$ cat config.mk
export PLATFORM = sky130hd
export DESIGN_NAME = psc_sysctl
export DESIGN_NICKNAME = d
export VERILOG_FILES = /design/src/rtl/psc_sysctl.v
export VERILOG_INCLUDE_DIRS = /design/src /design/src/rtl
export SDC_FILE = /design/constraint.sdc
export NUM_CORES = 1
export LEC_CHECK = 0
export BUFFER_PORTS_ARGS = -buffer_cell sky130_fd_sc_hd__buf_2
export CAP_MARGIN = 15
export CORE_AREA = 2 2 238 240
export CTS_BUF_LIST = sky130_fd_sc_hd__clkbuf_16
export DETAILED_ROUTE_END_ITERATION = 12
export DIE_AREA = 0 0 240 242
export GPL_ROUTABILITY_DRIVEN = 0
export PLACE_DENSITY_LB_ADDON = 0.25
export SETUP_SLACK_MARGIN = 0.05
export SYNTH_ARGS = -nofsm -noshare
export SYNTH_HDL_FRONTEND = slang
export SYNTH_SLANG_ARGS = --single-unit
$ cat constraint.sdc
create_clock -name core_clk -period 5 [get_ports core_clk]
set_input_delay 1 -clock core_clk [delete_from_list [all_inputs] [get_ports core_clk]]
set_output_delay 1 -clock core_clk [all_outputs]
set_load 0.01 [all_outputs]
$ cat src/rtl/psc_defines.vh
`ifndef PSC_DEFINES_VH
`define PSC_DEFINES_VH
// ----------------------------------------
// Register addresses (page bits on top)
// ----------------------------------------
`define PSC_A_PAGE 7'h00
`define PSC_A_EVT 9'h008
`define PSC_A_MASK 9'h00c
`define PSC_A_DOM 9'h00e
`define PSC_A_SYS 9'h00f
`define PSC_A_BOOT 9'h010
`define PSC_A_WD 9'h011
`define PSC_A_LOCK 9'h012
`define PSC_A_CMD 9'h013
`define PSC_A_PDD 9'h014
`define PSC_A_PIN 9'h015
`define PSC_LOCK_LO 9'h081
`define PSC_LOCK_HI 9'h120
`define PSC_LOCK_EXC 9'h100
// ----------------------------------------
// Field positions
// ----------------------------------------
`define PSC_F_STANDBY 3
`define PSC_F_SOFT 7
`define PSC_F_NFRZ 6:5
`define PSC_F_KEYSEL 4
`define PSC_F_RSTMODE 3
`define PSC_F_FRZEN 2
`define PSC_F_WDSLP 1
`define PSC_F_DEFSUP 7
`define PSC_F_SLEW 6:5
`define PSC_F_RELOAD 4
`define PSC_F_AUTO 3
`define PSC_F_DEB 2:0
`define PSC_F_SCALE 2:0
`define PSC_F_VLOCK 7
`define PSC_F_RTC 2
`define PSC_F_OFFRST 1
`define PSC_F_OFFSLP 0
`define PSC_F_CWAKE 2
`define PSC_F_CSHUT 1
`define PSC_F_CKICK 0
`define PSC_F_DPINS 7
`define PSC_F_D32K 6
`define PSC_F_DCHG 5
`define PSC_F_DCAL 4
`define PSC_F_DSER 2
`define PSC_F_DGPI 0
`define PSC_FN_WDOG 2'b00
`define PSC_FN_IN 2'b01
`define PSC_FN_OD 2'b10
`define PSC_RST_VAL 8'h00
// ----------------------------------------
// Timing
// ----------------------------------------
`define PSC_CLK_MHZ 10
`define PSC_DEB_TICK_NS 10000
`define PSC_DEB_T1 17'd10
`define PSC_DEB_T2 17'd100
`define PSC_DEB_T3 17'd1024
`define PSC_DEB_T4 17'd5120
`define PSC_DEB_T5 17'd25600
`define PSC_DEB_T6 17'd51200
`define PSC_DEB_T7 17'd102400
`define PSC_WD_BASE_US 2048000
`define PSC_DVC_NS0 4000
`define PSC_DVC_NS1 2000
`define PSC_DVC_NS2 1000
`define PSC_DVC_NS3 500
`endif

$ cat src/rtl/psc_sysctl.v
`timescale 1ns/1ps
// How it works
// [RULE1] Five read/write masks for input events
// [RULE2] Domain targets written only where mask allows
// [RULE3] Power-down to slot 0 or partial pointer
// [RULE4] Slow-start bit drives converter soft start
// [RULE5] Restart limit blocks wake-ups after trials
// [RULE6] Key power-down normal or hold-delay governed
// [RULE7] Reset output follows sleep when mode set
// [RULE8] Watchdog runs in sleep only if enabled
// [RULE9] Slot 0 entry applies stored supply defaults
// [RULE10] DVC step interval chosen by slew field
// [RULE11] Reload supply config on leaving sleep
// [RULE12] Auto start or wait after reset
// [RULE13] Debounce inputs with selectable time
// [RULE14] Watchdog timeout doubles per scale step
// [RULE15] Lock blocks writes 0x81-0x120 except 0x100
// [RULE16] Real-time clock runs only when enabled
// [RULE17] Reset or sleep entry may kill everything
// [RULE18] Command bits pulse and clear themselves
// [RULE19] Sleep disables selected functions
// [RULE20] Pin wake enable per pin 0 and 1
// [RULE21] Pin polarity bit sets active level
// [RULE22] Pin function field selects pin role
// [RULE23] Event flag cleared by write-back, masked irq
// [RULE24] Page field supplies top address bits
// [RULE25] Reserved bits stored without effect
`include "psc_defines.vh"

module psc_sysctl #(
  parameter DEB_TICK_CYC = `PSC_DEB_TICK_NS * `PSC_CLK_MHZ / 1000,
  parameter WD_BASE_CYC = `PSC_WD_BASE_US * `PSC_CLK_MHZ
) (
  input wire core_clk,
  input wire rst,
  input wire [6:0] acc_addr,
  input wire acc_wr,
  input wire acc_rd,
  input wire [7:0] acc_wdata,
  output reg [7:0] acc_rdata_q,
  output reg ext_wr_q,
  output reg [8:0] ext_addr_q,
  output reg [7:0] ext_wdata_q,
  input wire [4:0] gpi_pin,
  input wire power_key_pin_n,
  input wire system_enable_pin,
  input wire reset_request_pin_n,
  input wire key_long_press,
  input wire key_hold_done,
  input wire sleep_state,
  input wire reset_state,
  input wire slot0_entry,
  input wire dvc_ramping,
  input wire [1:0] pin_drive_val,
  output reg [1:0] pin_o_q,
  output reg [1:0] pin_oe_q,
  output reg [7:0] debounced_q,
  output reg irq_req_q,
  output reg wake_req_q,
  output reg wake_block_q,
  output reg pd_req_q,
  output reg pd_partial_q,
  output reg reset_req_q,
  output reg dog_timeout_q,
  output reg reset_output_pin_n_q,
  output reg converter_soft_start_q,
  output reg key_sleep_state_select_q,
  output reg slot0_default_supplies_q,
  output reg reload_config_q,
  output reg start_up_q,
  output reg dvc_step_q,
  output reg all_off_q,
  output reg rtc_run_q,
  output reg [2:0] domain_en_q,
  output reg slow_clock_output_en_q,
  output reg charger_en_q,
  output reg calendar_en_q,
  output reg serial_en_q
);

// ----------------------------------------
// Register file
// ----------------------------------------
reg [7:0] page_q;
reg [4:0] evt_q;
reg [7:0] mask_q;
reg [7:0] dom_q;
reg [7:0] sys_q;
reg [7:0] boot_q;
reg [7:0] wd_q;
reg [7:0] lock_q;
reg [7:0] cmd_q;
reg [7:0] pdd_q;
reg [7:0] pin_q;
reg [1:0] trial_q;
reg [8:0] full_addr;
reg wr_ok;
reg in_bank;
reg [7:0] rd_d;
reg [4:0] evt_set;
reg wake_d;
wire [2:0] dom_wmask = acc_wdata[6:4];

function locked;
  input [8:0] a;
  input lk;
  begin
    locked = lk && (a >= `PSC_LOCK_LO) && (a <= `PSC_LOCK_HI) && (a != `PSC_LOCK_EXC);
  end
endfunction

function hit;
  input [8:0] a;
  input [8:0] b;
  begin
    hit = (a == b);
  end
endfunction

always @* begin
  full_addr = {page_q[1:0], acc_addr}; // RULE24
  wr_ok = acc_wr && !locked(full_addr, lock_q[`PSC_F_VLOCK]); // RULE15
  in_bank = (full_addr >= `PSC_A_EVT) && (full_addr <= `PSC_A_PIN);
  rd_d = 8'h00;
  if (acc_addr == `PSC_A_PAGE) rd_d = page_q;
  else if (hit(full_addr, `PSC_A_EVT)) rd_d = {3'b000, evt_q};
  else if (hit(full_addr, `PSC_A_MASK)) rd_d = mask_q;
  else if (hit(full_addr, `PSC_A_DOM)) rd_d = dom_q;
  else if (hit(full_addr, `PSC_A_SYS)) rd_d = sys_q;
  else if (hit(full_addr, `PSC_A_BOOT)) rd_d = boot_q;
  else if (hit(full_addr, `PSC_A_WD)) rd_d = wd_q;
  else if (hit(full_addr, `PSC_A_LOCK)) rd_d = lock_q;
  else if (hit(full_addr, `PSC_A_CMD)) rd_d = cmd_q;
  else if (hit(full_addr, `PSC_A_PDD)) rd_d = pdd_q;
  else if (hit(full_addr, `PSC_A_PIN)) rd_d = pin_q;
end

// Reserved bits are kept as written but drive nothing
always @(posedge core_clk) begin
  if (rst) begin
    page_q <= `PSC_RST_VAL;
    mask_q <= `PSC_RST_VAL;
    dom_q <= `PSC_RST_VAL;
    sys_q <= `PSC_RST_VAL;
    boot_q <= `PSC_RST_VAL;
    wd_q <= `PSC_RST_VAL;
    lock_q <= `PSC_RST_VAL;
    pdd_q <= `PSC_RST_VAL;
    pin_q <= `PSC_RST_VAL;
    cmd_q <= `PSC_RST_VAL;
    evt_q <= 5'h00;
    acc_rdata_q <= 8'h00;
    ext_wr_q <= 1'b0;
    ext_addr_q <= 9'h000;
    ext_wdata_q <= 8'h00;
  end else begin
    if (acc_rd) acc_rdata_q <= rd_d;
    ext_wr_q <= wr_ok && !in_bank && (acc_addr != `PSC_A_PAGE);
    ext_addr_q <= full_addr;
    ext_wdata_q <= acc_wdata;
    // Commands last one cycle; the read-back sees them clear
    cmd_q <= {cmd_q[7:3], 3'b000}; // RULE18
    // Set wins over the write-back clear
    evt_q <= (evt_q & ~((wr_ok && hit(full_addr, `PSC_A_EVT)) ?
      acc_wdata[4:0] : 5'h00)) | evt_set; // RULE23
    if (wr_ok) begin
      if (acc_addr == `PSC_A_PAGE) page_q <= acc_wdata;
      if (hit(full_addr, `PSC_A_MASK)) mask_q <= acc_wdata; // RULE1
      if (hit(full_addr, `PSC_A_DOM)) begin
        dom_q[7:3] <= acc_wdata[7:3];
        dom_q[2:0] <= (dom_q[2:0] & dom_wmask) | (acc_wdata[2:0] & ~dom_wmask); // RULE2
      end
      if (hit(full_addr, `PSC_A_SYS)) sys_q <= acc_wdata; // RULE25
      if (hit(full_addr, `PSC_A_BOOT)) boot_q <= acc_wdata;
      if (hit(full_addr, `PSC_A_WD)) wd_q <= acc_wdata;
      if (hit(full_addr, `PSC_A_LOCK)) lock_q <= acc_wdata;
      if (hit(full_addr, `PSC_A_CMD)) cmd_q <= acc_wdata; // RULE18
      if (hit(full_addr, `PSC_A_PDD)) pdd_q <= acc_wdata;
      if (hit(full_addr, `PSC_A_PIN)) pin_q <= acc_wdata;
    end
  end
end

// ----------------------------------------
// Input synchronise and debounce
// ----------------------------------------
wire [7:0] raw_in = {reset_request_pin_n, system_enable_pin, power_key_pin_n, gpi_pin};
reg [7:0] sync1_q;
reg [7:0] sync2_q;
reg [6:0] tick_cnt_q;
reg tick_q;

function [16:0] deb_len;
  input [2:0] code;
  begin
    case (code)
      3'd1: deb_len = `PSC_DEB_T1;
      3'd2: deb_len = `PSC_DEB_T2;
      3'd3: deb_len = `PSC_DEB_T3;
      3'd4: deb_len = `PSC_DEB_T4;
      3'd5: deb_len = `PSC_DEB_T5;
      3'd6: deb_len = `PSC_DEB_T6;
      default: deb_len = `PSC_DEB_T7;
    endcase
  end
endfunction

always @(posedge core_clk) begin
  if (rst) begin
    sync1_q <= 8'h00;
    sync2_q <= 8'h00;
    tick_cnt_q <= 7'h00;
    tick_q <= 1'b0;
  end else begin
    sync1_q <= raw_in;
    sync2_q <= sync1_q;
    tick_q <= (tick_cnt_q == DEB_TICK_CYC[6:0] - 7'h01);
    if (tick_cnt_q == DEB_TICK_CYC[6:0] - 7'h01) tick_cnt_q <= 7'h00;
    else tick_cnt_q <= tick_cnt_q + 7'h01;
  end
end

genvar gi;
generate
  for (gi = 0; gi < 8; gi = gi + 1) begin : g_deb
    reg [16:0] cnt_q;
    always @(posedge core_clk) begin
      if (rst) begin
        cnt_q <= 17'h00000;
        debounced_q[gi] <= 1'b0;
      end else if (boot_q[`PSC_F_DEB] == 3'b000) begin
        cnt_q <= 17'h00000;
        debounced_q[gi] <= sync2_q[gi];
      end else if (sync2_q[gi] == debounced_q[gi]) begin
        cnt_q <= 17'h00000;
      end else if (tick_q) begin
        // A level must hold for the whole time, any bounce restarts it
        if (cnt_q + 17'h00001 >= deb_len(boot_q[`PSC_F_DEB])) begin // RULE13
          cnt_q <= 17'h00000;
          debounced_q[gi] <= sync2_q[gi];
        end else begin
          cnt_q <= cnt_q + 17'h00001;
        end
      end
    end
  end
endgenerate

// ----------------------------------------
// Input events and wake-up
// ----------------------------------------
reg [4:0] act_prev_q;
reg [4:0] act;
reg [4:0] edge_v;
reg [4:0] is_in;
reg prev_sys_q;
reg prev_sysen_q;
reg prev_sleep_q;
reg prev_reset_q;
reg boot_wait_q;
reg kick;
wire [1:0] fn0 = pin_q[1:0];
wire [1:0] fn1 = pin_q[5:4];

always @* begin
  act = debounced_q[4:0];
  act[0] = debounced_q[0] ~^ pin_q[2]; // RULE21
  act[1] = debounced_q[1] ~^ pin_q[6]; // RULE21
  edge_v = act & ~act_prev_q;
  is_in = {3'b111, fn1 == `PSC_FN_IN, fn0 == `PSC_FN_IN}; // RULE22
  evt_set = edge_v & is_in & {5{!(sleep_state && pdd_q[`PSC_F_DGPI])}}; // RULE19
  wake_d = !wake_block_q && ((edge_v[0] && is_in[0] && !pin_q[3]) ||
    (edge_v[1] && is_in[1] && !pin_q[7]) || cmd_q[`PSC_F_CWAKE]); // RULE20
  kick = cmd_q[`PSC_F_CKICK] || (edge_v[0] && fn0 == `PSC_FN_WDOG); // RULE22
end

// ----------------------------------------
// Watchdog and restart limit
// ----------------------------------------
reg [24:0] wd_cnt_q;
reg [6:0] wd_mul_q;
reg [6:0] wd_len;
reg wd_run;
reg [5:0] dvc_cnt_q;
reg [5:0] dvc_len;
localparam integer DVC_CYC0 = `PSC_DVC_NS0 * `PSC_CLK_MHZ / 1000;
localparam integer DVC_CYC1 = `PSC_DVC_NS1 * `PSC_CLK_MHZ / 1000;
localparam integer DVC_CYC2 = `PSC_DVC_NS2 * `PSC_CLK_MHZ / 1000;
localparam integer DVC_CYC3 = `PSC_DVC_NS3 * `PSC_CLK_MHZ / 1000;

always @* begin
  wd_len = 7'h01 << (wd_q[`PSC_F_SCALE] - 3'd1); // RULE14
  wd_run = (wd_q[`PSC_F_SCALE] != 3'b000) && (!sleep_state || sys_q[`PSC_F_WDSLP]); // RULE8
  case (boot_q[`PSC_F_SLEW]) // RULE10
    2'b00: dvc_len = DVC_CYC0[5:0];
    2'b01: dvc_len = DVC_CYC1[5:0];
    2'b10: dvc_len = DVC_CYC2[5:0];
    default: dvc_len = DVC_CYC3[5:0];
  endcase
end

always @(posedge core_clk) begin
  if (rst) begin
    wd_cnt_q <= 25'h0000000;
    wd_mul_q <= 7'h00;
    dog_timeout_q <= 1'b0;
    trial_q <= 2'b00;
    wake_block_q <= 1'b0;
    dvc_cnt_q <= 6'h00;
    dvc_step_q <= 1'b0;
  end else begin
    dog_timeout_q <= 1'b0;
    dvc_step_q <= 1'b0;
    if (kick || !wd_run) begin
      wd_cnt_q <= 25'h0000000;
      wd_mul_q <= 7'h00;
    end else if (wd_cnt_q == WD_BASE_CYC[24:0] - 25'h0000001) begin
      wd_cnt_q <= 25'h0000000;
      if (wd_mul_q + 7'h01 >= wd_len) begin // RULE14
        wd_mul_q <= 7'h00;
        dog_timeout_q <= 1'b1;
        if (trial_q != 2'b11) trial_q <= trial_q + 2'b01; // RULE5
      end else begin
        wd_mul_q <= wd_mul_q + 7'h01;
      end
    end else begin
      wd_cnt_q <= wd_cnt_q + 25'h0000001;
    end
    // Limit counts timeouts since reset; only a reset clears it
    wake_block_q <= sys_q[`PSC_F_FRZEN] && (trial_q >= sys_q[`PSC_F_NFRZ]); // RULE5
    if (!dvc_ramping) begin
      dvc_cnt_q <= 6'h00;
    end else if (dvc_cnt_q == dvc_len - 6'h01) begin
      dvc_cnt_q <= 6'h00;
      dvc_step_q <= 1'b1; // RULE10
    end else begin
      dvc_cnt_q <= dvc_cnt_q + 6'h01;
    end
  end
end

// ----------------------------------------
// Power transitions and pin control
// ----------------------------------------
wire ent_sleep = sleep_state && !prev_sleep_q;
wire lv_sleep = !sleep_state && prev_sleep_q;
wire ent_reset = reset_state && !prev_reset_q;
wire lv_reset = !reset_state && prev_reset_q;

always @(posedge core_clk) begin
  if (rst) begin
    act_prev_q <= 5'h00;
    prev_sys_q <= 1'b0;
    prev_sysen_q <= 1'b0;
    prev_sleep_q <= 1'b0;
    prev_reset_q <= 1'b0;
    boot_wait_q <= 1'b0;
    irq_req_q <= 1'b0;
    wake_req_q <= 1'b0;
    pd_req_q <= 1'b0;
    pd_partial_q <= 1'b0;
    reset_req_q <= 1'b0;
    reset_output_pin_n_q <= 1'b1;
    converter_soft_start_q <= 1'b0;
    key_sleep_state_select_q <= 1'b0;
    slot0_default_supplies_q <= 1'b0;
    reload_config_q <= 1'b0;
    start_up_q <= 1'b0;
    all_off_q <= 1'b0;
    rtc_run_q <= 1'b0;
    domain_en_q <= 3'b000;
    slow_clock_output_en_q <= 1'b0;
    charger_en_q <= 1'b0;
    calendar_en_q <= 1'b0;
    serial_en_q <= 1'b0;
    pin_o_q <= 2'b00;
    pin_oe_q <= 2'b00;
  end else begin
    act_prev_q <= act;
    prev_sys_q <= dom_q[0];
    prev_sysen_q <= debounced_q[6];
    prev_sleep_q <= sleep_state;
    prev_reset_q <= reset_state;
    irq_req_q <= |(evt_q & ~mask_q[4:0]); // RULE23
    wake_req_q <= wake_d;
    pd_req_q <= (prev_sys_q && !dom_q[0]) || (prev_sysen_q && !debounced_q[6]) ||
      (sys_q[`PSC_F_KEYSEL] ? key_hold_done : key_long_press); // RULE3 RULE6
    pd_partial_q <= dom_q[`PSC_F_STANDBY]; // RULE3
    reset_req_q <= cmd_q[`PSC_F_CSHUT]; // RULE18
    key_sleep_state_select_q <= sys_q[`PSC_F_KEYSEL]; // RULE6
    if (!sys_q[`PSC_F_RSTMODE]) reset_output_pin_n_q <= 1'b1; // RULE7
    else if (ent_sleep) reset_output_pin_n_q <= 1'b0;
    else if (lv_sleep) reset_output_pin_n_q <= 1'b1;
    converter_soft_start_q <= sys_q[`PSC_F_SOFT]; // RULE4
    slot0_default_supplies_q <= slot0_entry && boot_q[`PSC_F_DEFSUP]; // RULE9
    reload_config_q <= lv_sleep && boot_q[`PSC_F_RELOAD]; // RULE11
    if (lv_reset && !boot_q[`PSC_F_AUTO]) boot_wait_q <= 1'b1; // RULE12
    else if (wake_d) boot_wait_q <= 1'b0;
    start_up_q <= (lv_reset && boot_q[`PSC_F_AUTO]) || (boot_wait_q && wake_d); // RULE12
    all_off_q <= (ent_reset && lock_q[`PSC_F_OFFRST]) ||
      (ent_sleep && lock_q[`PSC_F_OFFSLP]); // RULE17
    rtc_run_q <= lock_q[`PSC_F_RTC]; // RULE16
    domain_en_q <= dom_q[2:0] & {3{!(sleep_state && pdd_q[`PSC_F_DPINS])}}; // RULE19
    slow_clock_output_en_q <= !(sleep_state && pdd_q[`PSC_F_D32K]);
    charger_en_q <= !(sleep_state && pdd_q[`PSC_F_DCHG]);
    calendar_en_q <= lock_q[`PSC_F_RTC] && !(sleep_state && pdd_q[`PSC_F_DCAL]);
    serial_en_q <= !(sleep_state && pdd_q[`PSC_F_DSER]); // RULE19
    // Open drain only pulls low; push-pull drives both levels
    pin_o_q <= {fn1 == `PSC_FN_OD ? 1'b0 : pin_drive_val[1],
      fn0 == `PSC_FN_OD ? 1'b0 : pin_drive_val[0]}; // RULE22
    pin_oe_q <= {fn1[1] && (fn1[0] || !pin_drive_val[1]),
      fn0[1] && (fn0[0] || !pin_drive_val[0])}; // RULE22
  end
end

endmodule

==> flow_summary.ini <==
[critical_path]
cp.arrival_ps = 4770
critical_path.startpoint_type = register
path_class = register to register
crit_path_max_fanout = 14
reg2reg_from = boot_q[2]
cp-startpoint = boot_q[2]
r2r_end = g_deb[5].cnt_q[9]
reg2reg_depth = 11
rrSetupSlack_ps = 740
required_ps = 5510
endpoint_kind = register

[flow_run]
maxCapViolCount = 0

[global_route]
track_usage_pct = 18.35
antenna_found_initial = 1
grt_start_max_net_pins = 82
grt_pass1_vias = 15940
overflow = 0
grt_pass1_wl_um = 86250

[drt]
drtAntennaViolNets = 0
wl_per_cell_um = 17.25
remaining_drc_errors = 0
dr.first_iter.drc_count = 1070
viasPerCell = 5.258
wl_um = 53930
route.vias.total = 16440
drtPass1Iterations = 5

[synthesis]
seq_area_frac_synth_pct = 36.89
synth_top_cell_by_area = dfxtp_1
syn_inst = 2302
synth_cell_types = 98
syn_area_um2 = 19320
yosysMostFrequentCell = dfxtp_1
synthFlopType = dfxtp_1
synth_area_leaders = dfxtp_1 37%, ha_1 6.5%, nor2_1 5.3%
synth_seq_cells = 356
synthArstFlopShare_pct = 0
synth_top_area_share_pct = 36.89
syn-num-nets = 2438
yosysWarnings = 0
syn_area_per_cell_um2 = 8.392
synth_common_cells = 356 x dfxtp_1, 273 x nor2_1, 209 x nand2_1
synth-edff-count = 0

[placement]
port_buffers = 95
dp_hpwl_um = 37790
place_worst_setup_slack_ps = 756.5
dp_cells = 3051
place_area_um2 = 20370

[floorplan]
die_h_um = 242
rows = 87
io_pins = 96
start_util_pct = 34.66
core_area_um2 = 55730
die-area_um2 = 58080
die_x_um = 240

[timing]
fmax_mhz = 234.5
finalWorstSetupSlack_ps = 736.3
rsz0062_at_grt = false
slew_headroom_pct = 30.32
finalSetupViolCount = 0
clock_skew_ps = 24.14
worstMarginPinSlew_ps = 1041
fin_crit_sh_pct = 85.27
finalSetupTns_ps = 0
hold_viol = 0
period_minus_slack_ps = 4264
slew_viol_final = 0

[finish]
fin_util_pct = 38.93
largest_reg_flops = 136
drive_above_1_share_pct = 9.490
n_fill_cell = 5764
area_delta_synth_final_pct = 12.33
top_register = g_deb.cnt_q
antennaDiodeCount = 0
instances_no_fill = 3127
multi_input_area_um2 = 11400
nets = 2477
seq_area_um2 = 7128
largestRegisters = g_deb.cnt_q (136), wd_cnt_q (25), ext_addr_q (9)
design_area_um2 = 21700

[pwr]
p_per_area_nw_per_um2 = 278.7
clkPwrFrac_pct = 49.4
internal_power_mw = 4.625
ir_drop_mv = 0.2423
power.leakage_nw = 8.358
seq_power_share_pct = 47.7
swShare_pct = 23.53
p_sw_mw = 1.423
pwr-share-comb_pct = 2.9

[cts]
post_cts_resize_count = 0
clk_path_buf_depth = 3
path_clk_slew_ps = 60
clk_latency_ps = 590
cts_setup_buffers = 0
cts_tree = done
cts_buffers = 44
cts.sinks = 356
cts_hold_buffers = 0
h-tree-depth = 2
root_buffer = clkbuf_16

[worst_hold_path]
min_to = reset_output_pin_n_q
worstHoldPathType = register to register
holdPathStages = 1
worstHoldStart = sys_q[3]

[run_status]
status = complete, no violations
logic make-up (layout without fill, tap and decap cells):
group	after synthesis	in the layout	share of synthesized area, %
multiplexers	93	93	4.890
XOR/XNOR	176	176	8.051
adder cells (fa/ha/maj)	103	103	6.652
AND/OR/NAND/NOR	985	985	25.49
AO/OA/AOI/OAI	400	400	13.88
flip-flops	356	356	36.89
buffers and inverters	189	258	4.145
placed cells by master (no fill, tap or decap), drive strengths merged, types with 9 or more instances in the layout:
cell type,netlist,final
nand4,45,45
and4,14,14
clkinv,0,18
xor2,78,78
a211oi,15,15
a31o,11,11
or3,17,17
and2,30,30
nor3b,10,10
clkbuf,86,44
mux2,11,11
nand2b,31,31
nand2,210,210
a221oi,11,11
o21ai,72,72
a31oi,22,22
a21oi,121,121
nor4,28,28
nor3,41,41
buf,40,120
nand3b,19,19
nor2,274,274
and3,44,44
o211ai,9,9
nand3,129,129
xnor2,97,97
nor2b,66,66
inv,62,73
mux2i,82,82
dfxtp,356,356
a21o,19,19
a22o,26,26
ha,101,101
critical path: stages (launching register included):
cell,delay (ps)
dfxtp_1,550
nor2b_1,260
nand2_1,340
and2_1,470
ha_1,390
a21o_2,200
a2111oi_0,390
o21ai_1,150
o21ai_2,210
maj3_2,400
and3_1,580
a22o_1,240
how the worst max path moves through the flow:
stage                    endpoint  slack (ps)
5_1_grt        g_deb[5].cnt_q[12]         220
4_1_cts         g_deb[5].cnt_q[9]         710
2_1_floorplan  g_deb[2].cnt_q[10]        1310
6_report        g_deb[5].cnt_q[9]         740
3_3_place_gp    g_deb[5].cnt_q[0]         850
3_5_place_dp    g_deb[5].cnt_q[0]         760
cell type report:
cell class	instances	area share, %
flip-flops and latches	356	32.85
clock inverters	32	1.044
clock buffers	44	5.074
well taps	756	4.359
repair buffers	120	3.085
multi-input cells	1757	52.52
inverters	62	1.072
per-stage QoR:
step	hold slack (ps)	total power, mW
finish	425.7	6.049
global route	440.7	6.266
CTS	429.1	6.141
detailed placement	424.5	3.121
global placement	413.2	3.119
floorplan	392.7	3.042
per-layer routing:
metal	share of wire, %	wire (µm)	track usage (%)
met3	4.8	2579	3.099
met1	46	24870	24.10
met2	46	24940	30.33
met5	0.020	11	0
met4	2.8	1520	6.175
power groups by stage:
| stage | Combinational [mW] | Sequential, mW | Clock, mW |
|---|---|---|---|
| floorplan | 0.0959 | 2.95 | 0 |
| global placement | 0.175 | 2.94 | 0 |
| detailed placement | 0.177 | 2.94 | 0 |
| CTS | 0.177 | 2.88 | 3.08 |
| global route | 0.191 | 2.88 | 3.19 |
| finish | 0.175 | 2.88 | 2.99 |
Note: power is estimated with default switching activity, not from simulation.
